===== src/hdl/adcc_pkg.sv =====
// constants, types and register map for the converter output and calibration control
package adcc_pkg;

    localparam int WORD_W        = 10;
    localparam int RAW_LATENCY   = 24;
    localparam int TOTAL_LATENCY = 28;
    // loading the first stage is cycle zero, so the held word register lands on cycle 28
    localparam int CORR_STAGES   = TOTAL_LATENCY - RAW_LATENCY;

    localparam int CLK_FREQ_KHZ  = 10000;
    localparam int CAL_TIME_MS   = 240;
    localparam int CAL_CYCLES    = CAL_TIME_MS * CLK_FREQ_KHZ;
    localparam int OE_TRAIL      = 2;

    localparam int AXI_ADDR_W    = 8;
    localparam logic [7:0] REG_CTRL       = 8'h00;
    localparam logic [7:0] REG_STATUS     = 8'h04;
    localparam logic [7:0] REG_CAL_REMAIN = 8'h08;
    localparam logic [7:0] REG_WORD_COUNT = 8'h0c;

    localparam int CTRL_RECAL      = 0;
    localparam int STAT_CAL        = 0;
    localparam int STAT_PIN_LOW    = 1;
    localparam int STAT_HALVING    = 2;
    localparam int STAT_SIGNED     = 3;
    localparam int STAT_EXT_REF    = 4;
    localparam int STAT_OVER_RANGE = 5;
    localparam int STAT_POWER_UP   = 6;

    localparam logic [1:0] RESP_OKAY   = 2'h0;
    localparam logic [1:0] RESP_SLVERR = 2'h2;

    // idle values of the strap pins, as their pad pulls leave them
    localparam logic HALVE_SEL_N_RST = 1'h0;
    localparam logic FORMAT_SEL_N_RST = 1'h1;
    localparam logic REF_SEL_RST     = 1'h1;
    localparam logic CAL_PIN_N_RST   = 1'h1;

    localparam logic [WORD_W-1:0] SIGN_FLIP = 10'h200;

    typedef struct packed {
        logic              overRange;
        logic [WORD_W-1:0] word;
    } adcc_sample_t;

    typedef enum logic [1:0] {
        CAL_HOLD,
        CAL_RUN,
        CAL_DONE
    } adcc_cal_state_t;

endpackage : adcc_pkg


===== src/hdl/adcc_clock_halver.sv =====
// effective sample clock: pass-through or rising-edge divide by two
`timescale 1ns/1ns
module adcc_clock_halver (
    input  wire logic mclk,     // system clock
    input  wire logic sys_rst,  // synchronous reset, active high
    input  wire logic halveEn,  // divide by two when high
    input  wire logic inLevel,  // synchronised sample clock level
    input  wire logic inRise,   // one-cycle pulse on its rising edge
    output logic      effLevel, // effective sample clock level
    output logic      effRise   // one-cycle pulse, effective rising edge
);

    logic phase;

    // only rising input edges move the phase, so both halves are equal
    always_ff @(posedge mclk) begin
        if (sys_rst) begin
            phase <= 1'h0;
        end else if (inRise) begin
            phase <= ~phase;
        end
    end

    always_comb begin
        if (halveEn) begin
            effLevel = phase;
            effRise  = inRise & ~phase;
        end else begin
            effLevel = inLevel;
            effRise  = inRise;
        end
    end

endmodule : adcc_clock_halver


===== src/hdl/adcc_delay_line.sv =====
// sample pipeline stages that advance once per effective sample clock
`timescale 1ns/1ns
module adcc_delay_line #(
    parameter int DEPTH = adcc_pkg::RAW_LATENCY
) (
    input  wire logic                  mclk,    // system clock
    input  wire logic                  sys_rst, // synchronous reset, active high
    input  wire logic                  advance, // shift one stage
    input  wire adcc_pkg::adcc_sample_t dIn,    // entering sample
    output adcc_pkg::adcc_sample_t     dOut     // sample leaving the last stage
);

    adcc_pkg::adcc_sample_t stage [DEPTH];

    genvar i;
    generate
        for (i = 0; i < DEPTH; i++) begin : g_stage
            always_ff @(posedge mclk) begin
                if (sys_rst) begin
                    stage[i] <= '0;
                end else if (advance) begin
                    if (i == 0) begin
                        stage[i] <= dIn;
                    end else begin
                        stage[i] <= stage[(i == 0) ? 0 : i - 1];
                    end
                end
            end
        end
    endgenerate

    assign dOut = stage[DEPTH-1];

endmodule : adcc_delay_line


===== src/hdl/adcc_top.sv =====
// converter output formatting, sample clock handling and calibration control
`timescale 1ns/1ns
module adcc_top #(
    parameter int unsigned CAL_CYCLES = adcc_pkg::CAL_CYCLES
) (
    input  wire logic                           mclk,                    // system clock, 10 MHz
    input  wire logic                           sys_rst,                 // synchronous reset, active high
    // axi4-lite slave
    input  wire logic [adcc_pkg::AXI_ADDR_W-1:0] s_axi_awaddr,           // write address
    input  wire logic                           s_axi_awvalid,           // write address valid
    output logic                                s_axi_awready,           // write address ready
    input  wire logic [31:0]                    s_axi_wdata,             // write data
    input  wire logic [3:0]                     s_axi_wstrb,             // write byte strobes
    input  wire logic                           s_axi_wvalid,            // write data valid
    output logic                                s_axi_wready,            // write data ready
    output logic [1:0]                          s_axi_bresp,             // write response
    output logic                                s_axi_bvalid,            // write response valid
    input  wire logic                           s_axi_bready,            // write response ready
    input  wire logic [adcc_pkg::AXI_ADDR_W-1:0] s_axi_araddr,           // read address
    input  wire logic                           s_axi_arvalid,           // read address valid
    output logic                                s_axi_arready,           // read address ready
    output logic [31:0]                         s_axi_rdata,             // read data
    output logic [1:0]                          s_axi_rresp,             // read response
    output logic                                s_axi_rvalid,            // read data valid
    input  wire logic                           s_axi_rready,            // read data ready
    // converter core
    input  wire logic [adcc_pkg::WORD_W-1:0]    analogSampleWord,        // quantiser result, offset binary
    input  wire logic                           analogOverRange,         // quantiser over-range
    // pins
    input  wire logic                           sample_clock_in_true,    // sample clock, true leg
    input  wire logic                           sample_clock_in_comp,    // sample clock, complement leg
    input  wire logic                           halve_clock_select_n,    // divide by two when low
    input  wire logic                           signed_format_select_n,  // two's complement when low
    input  wire logic                           reference_source_select, // 0 internal, 1 external
    input  wire logic                           calResetIn_n,            // calibration reset pin level
    output logic                                calResetOut_n,           // pin drive value, always low
    output logic                                calResetOe,              // pin driven low while high
    output logic [adcc_pkg::WORD_W-1:0]         sampleWordTrue,          // output word, true legs
    output logic [adcc_pkg::WORD_W-1:0]         sampleWordComp,          // output word, complement legs
    output logic                                over_range_flag_true,    // over-range, true leg
    output logic                                over_range_flag_comp,    // over-range, complement leg
    output logic                                forwarded_clock_true,    // output clock, true leg
    output logic                                forwarded_clock_comp,    // output clock, complement leg
    output logic                                internalRefEnable        // internal reference selected
);

    ////////////////////////////////////////////////////////////////////////////////
    // pin synchronisers

    logic clkTSync1, clkTSync2, clkCSync1, clkCSync2;
    logic calPinSync1, calPinSync2;
    logic halveSync1, halveSync2, fmtSync1, fmtSync2, refSync1, refSync2;

    always_ff @(posedge mclk) begin
        if (sys_rst) begin
            clkTSync1 <= 1'h0;
            clkTSync2 <= 1'h0;
            clkCSync1 <= 1'h1;
            clkCSync2 <= 1'h1;
        end else begin
            clkTSync1 <= sample_clock_in_true;
            clkTSync2 <= clkTSync1;
            clkCSync1 <= sample_clock_in_comp;
            clkCSync2 <= clkCSync1;
        end
    end

    // straps start from their pulled levels so an open pin reads its default
    always_ff @(posedge mclk) begin
        if (sys_rst) begin
            calPinSync1 <= adcc_pkg::CAL_PIN_N_RST;
            calPinSync2 <= adcc_pkg::CAL_PIN_N_RST;
            halveSync1  <= adcc_pkg::HALVE_SEL_N_RST;
            halveSync2  <= adcc_pkg::HALVE_SEL_N_RST;
            fmtSync1    <= adcc_pkg::FORMAT_SEL_N_RST;
            fmtSync2    <= adcc_pkg::FORMAT_SEL_N_RST;
            refSync1    <= adcc_pkg::REF_SEL_RST;
            refSync2    <= adcc_pkg::REF_SEL_RST;
        end else begin
            calPinSync1 <= calResetIn_n;
            calPinSync2 <= calPinSync1;
            halveSync1  <= halve_clock_select_n;
            halveSync2  <= halveSync1;
            fmtSync1    <= signed_format_select_n;
            fmtSync2    <= fmtSync1;
            refSync1    <= reference_source_select;
            refSync2    <= refSync1;
        end
    end

    ////////////////////////////////////////////////////////////////////////////////
    // sample clock edges

    logic rxLevel, rxPrev, rxRise, effLevel, effRise;

    // an invalid pair with both legs equal reads as low
    assign rxLevel = clkTSync2 & ~clkCSync2;
    assign rxRise  = rxLevel & ~rxPrev;

    always_ff @(posedge mclk) begin
        if (sys_rst) begin
            rxPrev <= 1'h0;
        end else begin
            rxPrev <= rxLevel;
        end
    end

    adcc_clock_halver u_halver (
        .mclk    (mclk),
        .sys_rst (sys_rst),
        .halveEn (~halveSync2),
        .inLevel (rxLevel),
        .inRise  (rxRise),
        .effLevel(effLevel),
        .effRise (effRise)
    );

    ////////////////////////////////////////////////////////////////////////////////
    // calibration control

    adcc_pkg::adcc_cal_state_t calState;
    logic [31:0]               calRemain;
    logic                      powerUpDrive;
    logic [adcc_pkg::OE_TRAIL-1:0] oeTrail;
    logic                      recalPulse;
    logic                      pinLowValid;
    logic                      calibrating;

    // our own drive still shows in the synchroniser for a few cycles after release
    assign pinLowValid = ~calPinSync2 & ~powerUpDrive & (oeTrail == '0);
    assign calibrating = (calState != adcc_pkg::CAL_DONE);

    always_ff @(posedge mclk) begin
        if (sys_rst) begin
            oeTrail <= '1;
        end else begin
            oeTrail <= {oeTrail[adcc_pkg::OE_TRAIL-2:0], calResetOe};
        end
    end

    always_ff @(posedge mclk) begin
        if (sys_rst) begin
            calState     <= adcc_pkg::CAL_RUN;
            calRemain    <= CAL_CYCLES;
            powerUpDrive <= 1'h1;
        end else begin
            case (calState)
                adcc_pkg::CAL_HOLD: begin
                    if (calPinSync2 && !recalPulse) begin
                        calState  <= adcc_pkg::CAL_RUN;
                        calRemain <= CAL_CYCLES;
                    end
                end
                adcc_pkg::CAL_RUN: begin
                    if (pinLowValid || recalPulse) begin
                        calState <= adcc_pkg::CAL_HOLD;
                    end else if (calRemain <= 32'h1) begin
                        calState     <= adcc_pkg::CAL_DONE;
                        calRemain    <= 32'h0;
                        powerUpDrive <= 1'h0;
                    end else begin
                        calRemain <= calRemain - 32'h1;
                    end
                end
                adcc_pkg::CAL_DONE: begin
                    if (pinLowValid || recalPulse) begin
                        calState <= adcc_pkg::CAL_HOLD;
                    end
                end
                default: begin
                    calState <= adcc_pkg::CAL_HOLD;
                end
            endcase
        end
    end

    // open-drain style: the pin is only ever pulled low, never driven high
    always_ff @(posedge mclk) begin
        if (sys_rst) begin
            calResetOut_n <= 1'h0;
            calResetOe    <= 1'h1;
        end else begin
            calResetOut_n <= 1'h0;
            calResetOe    <= powerUpDrive;
        end
    end

    ////////////////////////////////////////////////////////////////////////////////
    // sample pipeline

    adcc_pkg::adcc_sample_t sampleIn, rawOut, corrOut, heldWord;

    assign sampleIn.overRange = analogOverRange;
    assign sampleIn.word      = analogSampleWord;

    adcc_delay_line #(
        .DEPTH(adcc_pkg::RAW_LATENCY)
    ) u_raw_pipe (
        .mclk   (mclk),
        .sys_rst(sys_rst),
        .advance(effRise),
        .dIn    (sampleIn),
        .dOut   (rawOut)
    );

    adcc_delay_line #(
        .DEPTH(adcc_pkg::CORR_STAGES)
    ) u_corr_pipe (
        .mclk   (mclk),
        .sys_rst(sys_rst),
        .advance(effRise),
        .dIn    (rawOut),
        .dOut   (corrOut)
    );

    // last stage, updated once per effective sample clock
    always_ff @(posedge mclk) begin
        if (sys_rst) begin
            heldWord <= '0;
        end else if (effRise) begin
            heldWord <= corrOut;
        end
    end

    ////////////////////////////////////////////////////////////////////////////////
    // output pins

    logic fwdEnable;
    logic [adcc_pkg::WORD_W-1:0] formatted;

    assign formatted = fmtSync2 ? heldWord.word : (heldWord.word ^ adcc_pkg::SIGN_FLIP);

    // the clock restarts only on a real input edge, never mid-period
    always_ff @(posedge mclk) begin
        if (sys_rst) begin
            fwdEnable <= 1'h0;
        end else if (calState == adcc_pkg::CAL_HOLD || powerUpDrive) begin
            fwdEnable <= 1'h0;
        end else if (rxRise) begin
            fwdEnable <= 1'h1;
        end
    end

    // words change on the effective rising edge; the forwarded clock rises half a period later
    always_ff @(posedge mclk) begin
        if (sys_rst) begin
            forwarded_clock_true <= 1'h0;
            forwarded_clock_comp <= 1'h1;
        end else begin
            forwarded_clock_true <= fwdEnable & calPinSync2 & ~effLevel;
            forwarded_clock_comp <= ~(fwdEnable & calPinSync2 & ~effLevel);
        end
    end

    always_ff @(posedge mclk) begin
        if (sys_rst) begin
            sampleWordTrue <= '0;
            sampleWordComp <= '1;
        end else begin
            sampleWordTrue <= formatted;
            sampleWordComp <= ~formatted;
        end
    end

    // over-range follows the pin at once, not the sample clock
    always_ff @(posedge mclk) begin
        if (sys_rst) begin
            over_range_flag_true <= 1'h1;
            over_range_flag_comp <= 1'h0;
        end else begin
            over_range_flag_true <= calibrating | ~calPinSync2 | heldWord.overRange;
            over_range_flag_comp <= ~(calibrating | ~calPinSync2 | heldWord.overRange);
        end
    end

    always_ff @(posedge mclk) begin
        if (sys_rst) begin
            internalRefEnable <= 1'h0;
        end else begin
            internalRefEnable <= ~refSync2;
        end
    end

    ////////////////////////////////////////////////////////////////////////////////
    // delivered word counter

    logic [31:0] wordCount;

    always_ff @(posedge mclk) begin
        if (sys_rst || calibrating) begin
            wordCount <= 32'h0;
        end else if (effRise) begin
            wordCount <= wordCount + 32'h1;
        end
    end

    ////////////////////////////////////////////////////////////////////////////////
    // axi4-lite write channel

    logic                           awHeld, wHeld;
    logic [adcc_pkg::AXI_ADDR_W-1:0] awAddrHeld;
    logic [31:0]                    wDataHeld;
    logic [3:0]                     wStrbHeld;

    always_ff @(posedge mclk) begin
        if (sys_rst) begin
            s_axi_awready <= 1'h1;
            s_axi_wready  <= 1'h1;
            s_axi_bvalid  <= 1'h0;
            s_axi_bresp   <= adcc_pkg::RESP_OKAY;
            awHeld        <= 1'h0;
            wHeld         <= 1'h0;
            awAddrHeld    <= '0;
            wDataHeld     <= 32'h0;
            wStrbHeld     <= 4'h0;
            recalPulse    <= 1'h0;
        end else begin
            recalPulse <= 1'h0;
            if (s_axi_awvalid && s_axi_awready) begin
                awHeld        <= 1'h1;
                awAddrHeld    <= s_axi_awaddr;
                s_axi_awready <= 1'h0;
            end
            if (s_axi_wvalid && s_axi_wready) begin
                wHeld        <= 1'h1;
                wDataHeld    <= s_axi_wdata;
                wStrbHeld    <= s_axi_wstrb;
                s_axi_wready <= 1'h0;
            end
            if (awHeld && wHeld && !s_axi_bvalid) begin
                awHeld       <= 1'h0;
                wHeld        <= 1'h0;
                s_axi_bvalid <= 1'h1;
                case ({awAddrHeld[7:2], 2'h0})
                    adcc_pkg::REG_CTRL: begin
                        s_axi_bresp <= adcc_pkg::RESP_OKAY;
                        recalPulse  <= wStrbHeld[0] & wDataHeld[adcc_pkg::CTRL_RECAL];
                    end
                    adcc_pkg::REG_STATUS, adcc_pkg::REG_CAL_REMAIN, adcc_pkg::REG_WORD_COUNT: begin
                        s_axi_bresp <= adcc_pkg::RESP_OKAY;
                    end
                    default: begin
                        s_axi_bresp <= adcc_pkg::RESP_SLVERR;
                    end
                endcase
            end
            if (s_axi_bvalid && s_axi_bready) begin
                s_axi_bvalid  <= 1'h0;
                s_axi_awready <= 1'h1;
                s_axi_wready  <= 1'h1;
            end
        end
    end

    ////////////////////////////////////////////////////////////////////////////////
    // axi4-lite read channel

    logic [31:0] statusWord;

    always_comb begin
        statusWord                            = 32'h0;
        statusWord[adcc_pkg::STAT_CAL]        = calibrating;
        statusWord[adcc_pkg::STAT_PIN_LOW]    = ~calPinSync2;
        statusWord[adcc_pkg::STAT_HALVING]    = ~halveSync2;
        statusWord[adcc_pkg::STAT_SIGNED]     = ~fmtSync2;
        statusWord[adcc_pkg::STAT_EXT_REF]    = refSync2;
        statusWord[adcc_pkg::STAT_OVER_RANGE] = heldWord.overRange;
        statusWord[adcc_pkg::STAT_POWER_UP]   = powerUpDrive;
    end

    always_ff @(posedge mclk) begin
        if (sys_rst) begin
            s_axi_arready <= 1'h1;
            s_axi_rvalid  <= 1'h0;
            s_axi_rdata   <= 32'h0;
            s_axi_rresp   <= adcc_pkg::RESP_OKAY;
        end else begin
            if (s_axi_arvalid && s_axi_arready) begin
                s_axi_arready <= 1'h0;
                s_axi_rvalid  <= 1'h1;
                s_axi_rresp   <= adcc_pkg::RESP_OKAY;
                case ({s_axi_araddr[7:2], 2'h0})
                    adcc_pkg::REG_CTRL:       s_axi_rdata <= 32'h0;
                    adcc_pkg::REG_STATUS:     s_axi_rdata <= statusWord;
                    adcc_pkg::REG_CAL_REMAIN: s_axi_rdata <= calRemain;
                    adcc_pkg::REG_WORD_COUNT: s_axi_rdata <= wordCount;
                    default: begin
                        s_axi_rdata <= 32'h0;
                        s_axi_rresp <= adcc_pkg::RESP_SLVERR;
                    end
                endcase
            end
            if (s_axi_rvalid && s_axi_rready) begin
                s_axi_rvalid  <= 1'h0;
                s_axi_arready <= 1'h1;
            end
        end
    end

endmodule : adcc_top


===== config.mk =====
export PLATFORM = sky130hd
export DESIGN_NAME = adcc_top
export DESIGN_NICKNAME = d
export VERILOG_FILES = /design/src/hdl/adcc_pkg.sv /design/src/hdl/adcc_clock_halver.sv /design/src/hdl/adcc_delay_line.sv /design/src/hdl/adcc_top.sv
export SDC_FILE = /design/constraint.sdc
export NUM_CORES = 1
export LEC_CHECK = 0
export BUFFER_PORTS_ARGS = -buffer_cell sky130_fd_sc_hd__buf_2
export CAP_MARGIN = 20
export CORE_ASPECT_RATIO = 0.9
export CORE_MARGIN = 2
export CORE_UTILIZATION = 59
export DETAILED_ROUTE_END_ITERATION = 10
export PLACE_DENSITY = 0.85
export SYNTH_ARGS = -nofsm -noshare
export SYNTH_HDL_FRONTEND = slang
export SYNTH_SLANG_ARGS = --single-unit

===== constraint.sdc =====
create_clock -name mclk -period 7.5 [get_ports mclk]
set_input_delay 1.875 -clock mclk [delete_from_list [all_inputs] [get_ports mclk]]
set_output_delay 1.875 -clock mclk [all_outputs]
set_load 0.005 [all_outputs]

**Yosys cells after proc, flatten, opt, wreduce, memory -nomap -nowiden**

Memories as Yosys holds them, arrays and structs flattened. A register that Yosys moved wholly into a read port is not among the register bits.
Cells that the tools add are included.

- RAM bits: 308
- Input bits: 76
- Flip-flop bits (word level): 164
- Memories: 2
- Output and inout port bits: 68

- Muxes and demuxes: 48
- Equal/unequal tests: 13
- Add/sub/neg operators: 2
- Bitwise logic cells: 54
- Reductions and logical operators: 28
- Magnitude comparators: 1

Memories:

| name | words | bits a word | rd ports | clocked after Yosys merged registers in | write ports | line | text |
|---|---|---|---|---|---|---|---|
| u_raw_pipe.stage | 24 | 11 | 24 | 0 | 24 | adcc_delay_line.sv:13 | `adcc_pkg::adcc_sample_t stage [DEPTH];` |
| u_corr_pipe.stage | 4 | 11 | 4 | 1 | 4 | adcc_delay_line.sv:13 |  |

Operators by type and width:

| cell | number |
|---|---|
| $mux 11 | 28 |
| $mux 32 | 3 |
| $pmux 32 s3 | 1 |
| $pmux 32 s2 | 1 |
| $add 32x1->32 const B | 1 |
| $le 32x1->1 const B | 1 |
| $sub 32x1->32 const B | 1 |
| $or 1x1->1 | 30 |
| $eq 6x2->1 const B | 4 |
| $not 1->1 | 15 |
| $eq 6x1->1 const B | 2 |
| $logic_not 6->1 | 2 |
| $mux 2 | 6 |
| $mux 10 | 1 |
| $not 10->10 | 1 |
| $reduce_and 3->1 | 3 |
| $and 1x1->1 | 8 |
| $logic_and 1x1->1 | 8 |
| $ne 2x2->1 const B | 4 |
| $reduce_or 2->1 | 4 |
| $reduce_or 4->1 | 2 |
| $mux 1 | 7 |
| $pmux 2 s3 | 1 |
| $logic_not 2->1 | 2 |
| 7 further kinds | 10 |

**Depth between registers and ports, before layout**

- Word-level depth: 9
- Mapped depth: 8
- Mapped depth without buffers: 7

**Cells and area by module**

A second synthesis with hierarchy kept.

- Cell total of the unflattened synthesis: 1456
- Area total of the unflattened synthesis: 19402.4 µm²

By module, submodules not included:

| module | instances | area an instance (µm²) | cells each |
|---|---|---|---|
| adcc_delay_line at u_raw_pipe | 1 | 10616.4 | 598 |
| adcc_top | 1 | 6922.9 | 756 |
| adcc_delay_line at u_corr_pipe | 1 | 1808.0 | 97 |
| adcc_clock_halver | 1 | 55.1 | 5 |

**Least setup slack after synthesis**

Ideal clock, no wire load.

- Kind: input-to-reg
- Start: input sys_rst
- End: memory u_corr_pipe.stage[0][0] (netlist bit), enable pin
- Setup slack: 0.837 ns
- Library setup time: 0.543 ns
- Required time: 6.957 ns
- Arrival time: 6.121 ns
- Stages: 3
- Path through: clkbuf_1 clkbuf_1 or2_2

RTL lines:

| element | line | text |
|---|---|---|
| from (decl) | adcc_top.sv:7 | `input wire logic sys_rst,` |
| to (decl) | adcc_delay_line.sv:13 |  |

==> metrics.log <==
INFO  metric ys_dominant_reg_cell = sky130_fd_sc_hd__edfxtp_1
INFO  metric run_status = completed
INFO  metric design_area = 0.02070 mm2
INFO  metric slew-limit-headroom = 29.90%
INFO  metric timing.hold.worst_path_depth = 1
INFO  metric antenna_left = 0
INFO  metric hold_start = clkCSync1
INFO  metric routed_wirelength = 31200 um
INFO  metric cts-resized-gates = 0
INFO  metric antenna_found_initial = 1
INFO  metric holdBufCountCts = 0
INFO  metric clock_h_tree_levels = 2
INFO  metric postSynth.asyncResetShare = 0%
INFO  metric min_delay_worst_endpoint = clkCSync2
INFO  metric power.static_leakage = 7.774 nW
INFO  metric rr_startpoint = calPinSync2
INFO  metric worst_ir_drop_vdd = between 0.0002 and 0.00025 V
INFO  metric path_buf_inv = 3
INFO  metric wire_length_of_the_first_global_routing_pass = 50460 um
INFO  metric area_of_the_mapped_netlist = around 0.018 mm2
INFO  metric fp.dieH = 171.3 um
INFO  metric drt_drc_violations_left = 0
INFO  metric clk_pin_slew_worst_paths = approximately 0.06 ns
INFO  metric fp.coreArea = 0.03076 mm2
INFO  metric timing_worst_slew_pin_value = 1.048 ns
INFO  metric dp_hpwl = between 15000 and 20000 um
INFO  metric cts-buffers-inserted = 45
INFO  metric clock_latency = 0.55 ns
INFO  metric fin_tns_setup = 0 ns
INFO  metric hold_path.class = flip-flop to flip-flop
INFO  metric r2r_cells = 5
INFO  metric avgSynthCellArea = approximately 13 um2
INFO  metric critical_path.most_common_cell = sky130_fd_sc_hd__buf_4
INFO  metric synthesized_instance_count = ~1400
INFO  metric maxCapViolCount = 0
INFO  metric postCtsSetupBuffers = 0
INFO  metric max_clock_skew = between 0.02 and 0.025 ns
INFO  metric port_buffers = 102
INFO  metric routed_wire_length_per_instance = 15.80 um
INFO  metric synth-warning-count = 0
INFO  metric floorplan.io_pins = 144
INFO  metric grt_setup_unrepaired = no
INFO  metric yosys.cell_types.count = 57
INFO  metric finalSetupViolCount = 0
INFO  metric timing.critical_path.cells = buf_2 -> buf_4 -> or2_4 -> buf_4
INFO  metric drt-initial-drc-count = 912
INFO  metric cellPowerDensity = 261.7 mW/mm2
INFO  metric clock-sinks = 479
INFO  metric hold_viol = 0
INFO  metric cp.arrival = 3.67 ns
INFO  metric ys_ff_latch = 479
INFO  metric max_stage_delay = approximately 0.68 ns
INFO  metric cts_buffer_depth = 3
INFO  metric num_rows = 61
INFO  metric worst-path-max-fanout = 75
INFO  metric starting_utilization_of_the_core_area = 59.64%
INFO  metric fmax = 0.2841 GHz
INFO  metric post_route_cells_drive_above_1_share = a little over an eighth
INFO  metric worst-endpoint-required = 7.66 ns
INFO  metric r2r_setup_slack = 4.42 ns
INFO  metric fp.dieW = 189.9 um
INFO  metric track_usage = 19.05%
INFO  metric beginning_of_the_critical_path = sys_rst
INFO  metric timing.final.crit_share = 46.93%
INFO  metric detailed_router_iteration_count_before_antenna_repair = 7
INFO  metric worstSetupPathType = input pin to flip-flop
INFO  metric die_area = around 0.033 mm2
INFO  metric syn2layout_area_growth = 12.82%
INFO  metric tritoncts_clock_tree = done
INFO  metric dpl_cell_area = between 0.015 and 0.02 mm2
INFO  metric critical-path-top-delay-family = buffers and inverters
INFO  metric root_buffer_master = sky130_fd_sc_hd__clkbuf_16
INFO  metric fin_crit = 3.519 ns
INFO  metric worst_hold_slack = 0.4097 ns
INFO  metric crit_path_top_delay_cell = sky130_fd_sc_hd__buf_4
INFO  metric first_global_vias = 10590
INFO  metric start_kind = input pin
INFO  metric report.final.slew_viol_count = 0
INFO  metric synth-seq-area-share = approximately 69%
INFO  metric setup.worst_path.end_class = flip-flop
INFO  metric placer_congestion_estimate = 0.8531
INFO  metric grt_start_max_net_pins = 166
INFO  metric overflow = 0
INFO  metric routed-via-count = 10870
INFO  metric total_nets_final = between 1500 and 2000
INFO  metric endpoint_of_the_most_critical_register_to_register_path = calRemain[24]
INFO  metric synth_enable_flop_cells = 308
INFO  metric routed_via_density = about 5.5
==> through the flow <==
| step | util, % | cells | setup WS, ns | power (mW) |
|---|---|---|---|---|
| 5_1_grt | 67.28 | 1974 | 3.845 | 5.576 |
| 6_report | 67.29 | 1975 | 3.981 | 5.417 |
| 4_1_cts | 67.28 | 1974 | 4.025 | 5.458 |
| 3_5_place_dp | 62.37 | 1891 | 3.451 | 3.167 |
| 2_1_floorplan | - | 1447 | 0.8367 | 3.114 |
| 3_3_place_gp | 62.36 | 1890 | 3.519 | 3.153 |
==> cell usage after synthesis, drive strengths merged (2+ instances only) <==
master   instances  area, um2
and2           313       1958
edfxtp         308       9249
dfxtp          171       3423
nor2            99      371.6
nand2           72      270.3
clkbuf          71      266.5
a21oi           35      178.9
a22oi           33      247.7
nand3           33      165.2
xnor2           27      236.5
a22o            25      219.0
inv             24      90.09
nor4            23      162.7
or3             23      143.9
nor3            21      110.1
o21ai           18      90.08
nand2b          17      106.4
or2             17      106.4
nand4           15      93.84
or4             14      112.6
xor2            13      113.9
buf              9      62.56
nor2b            9      56.30
mux2i            7      70.07
nand4b           5      58.80
o211ai           5      37.54
o31ai            5      37.54
and4             4      35.03
ha               3      37.54
nor3b            3      22.52
o22ai            3      18.77
or4b             3      30.03
o2111ai          2      17.52
o21bai           2      15.01
==> state kept, by name (all words and copies together) (netlist names), 10 cells and up <==
register and cells:
calRemain 32, wordCount 32, sampleWordComp 10, s_axi_rdata 32, u_raw_pipe.stage 264, u_corr_pipe.stage 44, sampleWordTrue 10, heldWord 11
==> worst register-to-register path: cells and delay by family, from the launching register on <==
kind | cells | cell delay [ns]
simple gates | 3 | 1.26
flops | 1 | 0.47
compound gates | 2 | 1.23
==> per-layer routing <==
layer	routed length [um]	track usage (%)	up-vias
li1	-	-	5223
met1	13830	25.32	5265
met2	14930	32.07	316
met3	1818	3.509	64
met4	611	6.067	2
met5	9	0	-
==> cell type report <==
cell class	instances	area, um2
repair buffers	115	630.6
clock buffers	58	1216
multi-input cells	863	5276
fillers	2080	10060
clock inverters	25	292.8
well taps	409	511.7
flip-flops and latches	479	12670
inverters	25	93.84
diodes	1	2.502
==> how the worst max path moves through the flow <==
stage	end	slack, ns	cells past startpoint
3_5_place_dp	u_raw_pipe.stage[1][14]	3.45	4
5_1_grt	u_raw_pipe.stage[2][3]	3.84	4
4_1_cts	u_raw_pipe.stage[1][31]	4.02	4
2_1_floorplan	u_corr_pipe.stage[0][0]	0.84	3
3_3_place_gp	u_raw_pipe.stage[0][69]	3.52	4
6_report	u_raw_pipe.stage[1][16]	3.98	4
==> report_power, final <==
group          switching [mW]  internal (mW)  leakage (nW)  total (mW)
sequential             0.0444           2.89          4.57        2.93
combinational           0.121         0.0620          2.47       0.183
clock                   0.945           1.36         0.729        2.30
total                    1.11           4.31          7.77        5.42
==> cell families (layout without fill, tap and decap cells) <==
logic type	Yosys count	in the layout	synth area share [%]
AOI/OAI and AO/OA	134	134	5.082
xor gates and xnor gates	40	40	1.910
adders and majority gates	3	3	0.2046
buffers and inverters	105	223	2.305
DFF	479	479	69.08
muxes	8	8	0.4434
other	1	4	0.02044
and+or+nand+nor	675	675	20.95
==> cell usage in the layout (no fill, tap or decap), drive strengths merged, types with 5 or more instances in the layout <==
cell | Yosys | final
bufinv | 0 | 6
o31ai | 5 | 5
dfxtp | 171 | 171
a22o | 25 | 25
xnor2 | 27 | 27
nor4 | 23 | 23
and2 | 313 | 313
edfxtp | 308 | 308
nand2 | 72 | 72
mux2i | 7 | 7
nand4 | 15 | 15
or3 | 23 | 23
o211ai | 5 | 5
or4 | 14 | 14
a22oi | 33 | 33
nor3 | 21 | 21
nor2b | 9 | 9
clkbuf | 71 | 58
inv | 24 | 26
nand2b | 17 | 17
nor2 | 99 | 99
clkinv | 1 | 14
xor2 | 13 | 13
or2 | 17 | 17
o21ai | 18 | 18
nand3 | 33 | 33
nand4b | 5 | 5
buf | 9 | 115
a21oi | 35 | 35
No activity file was read; power rests on OpenSTA's default activity.
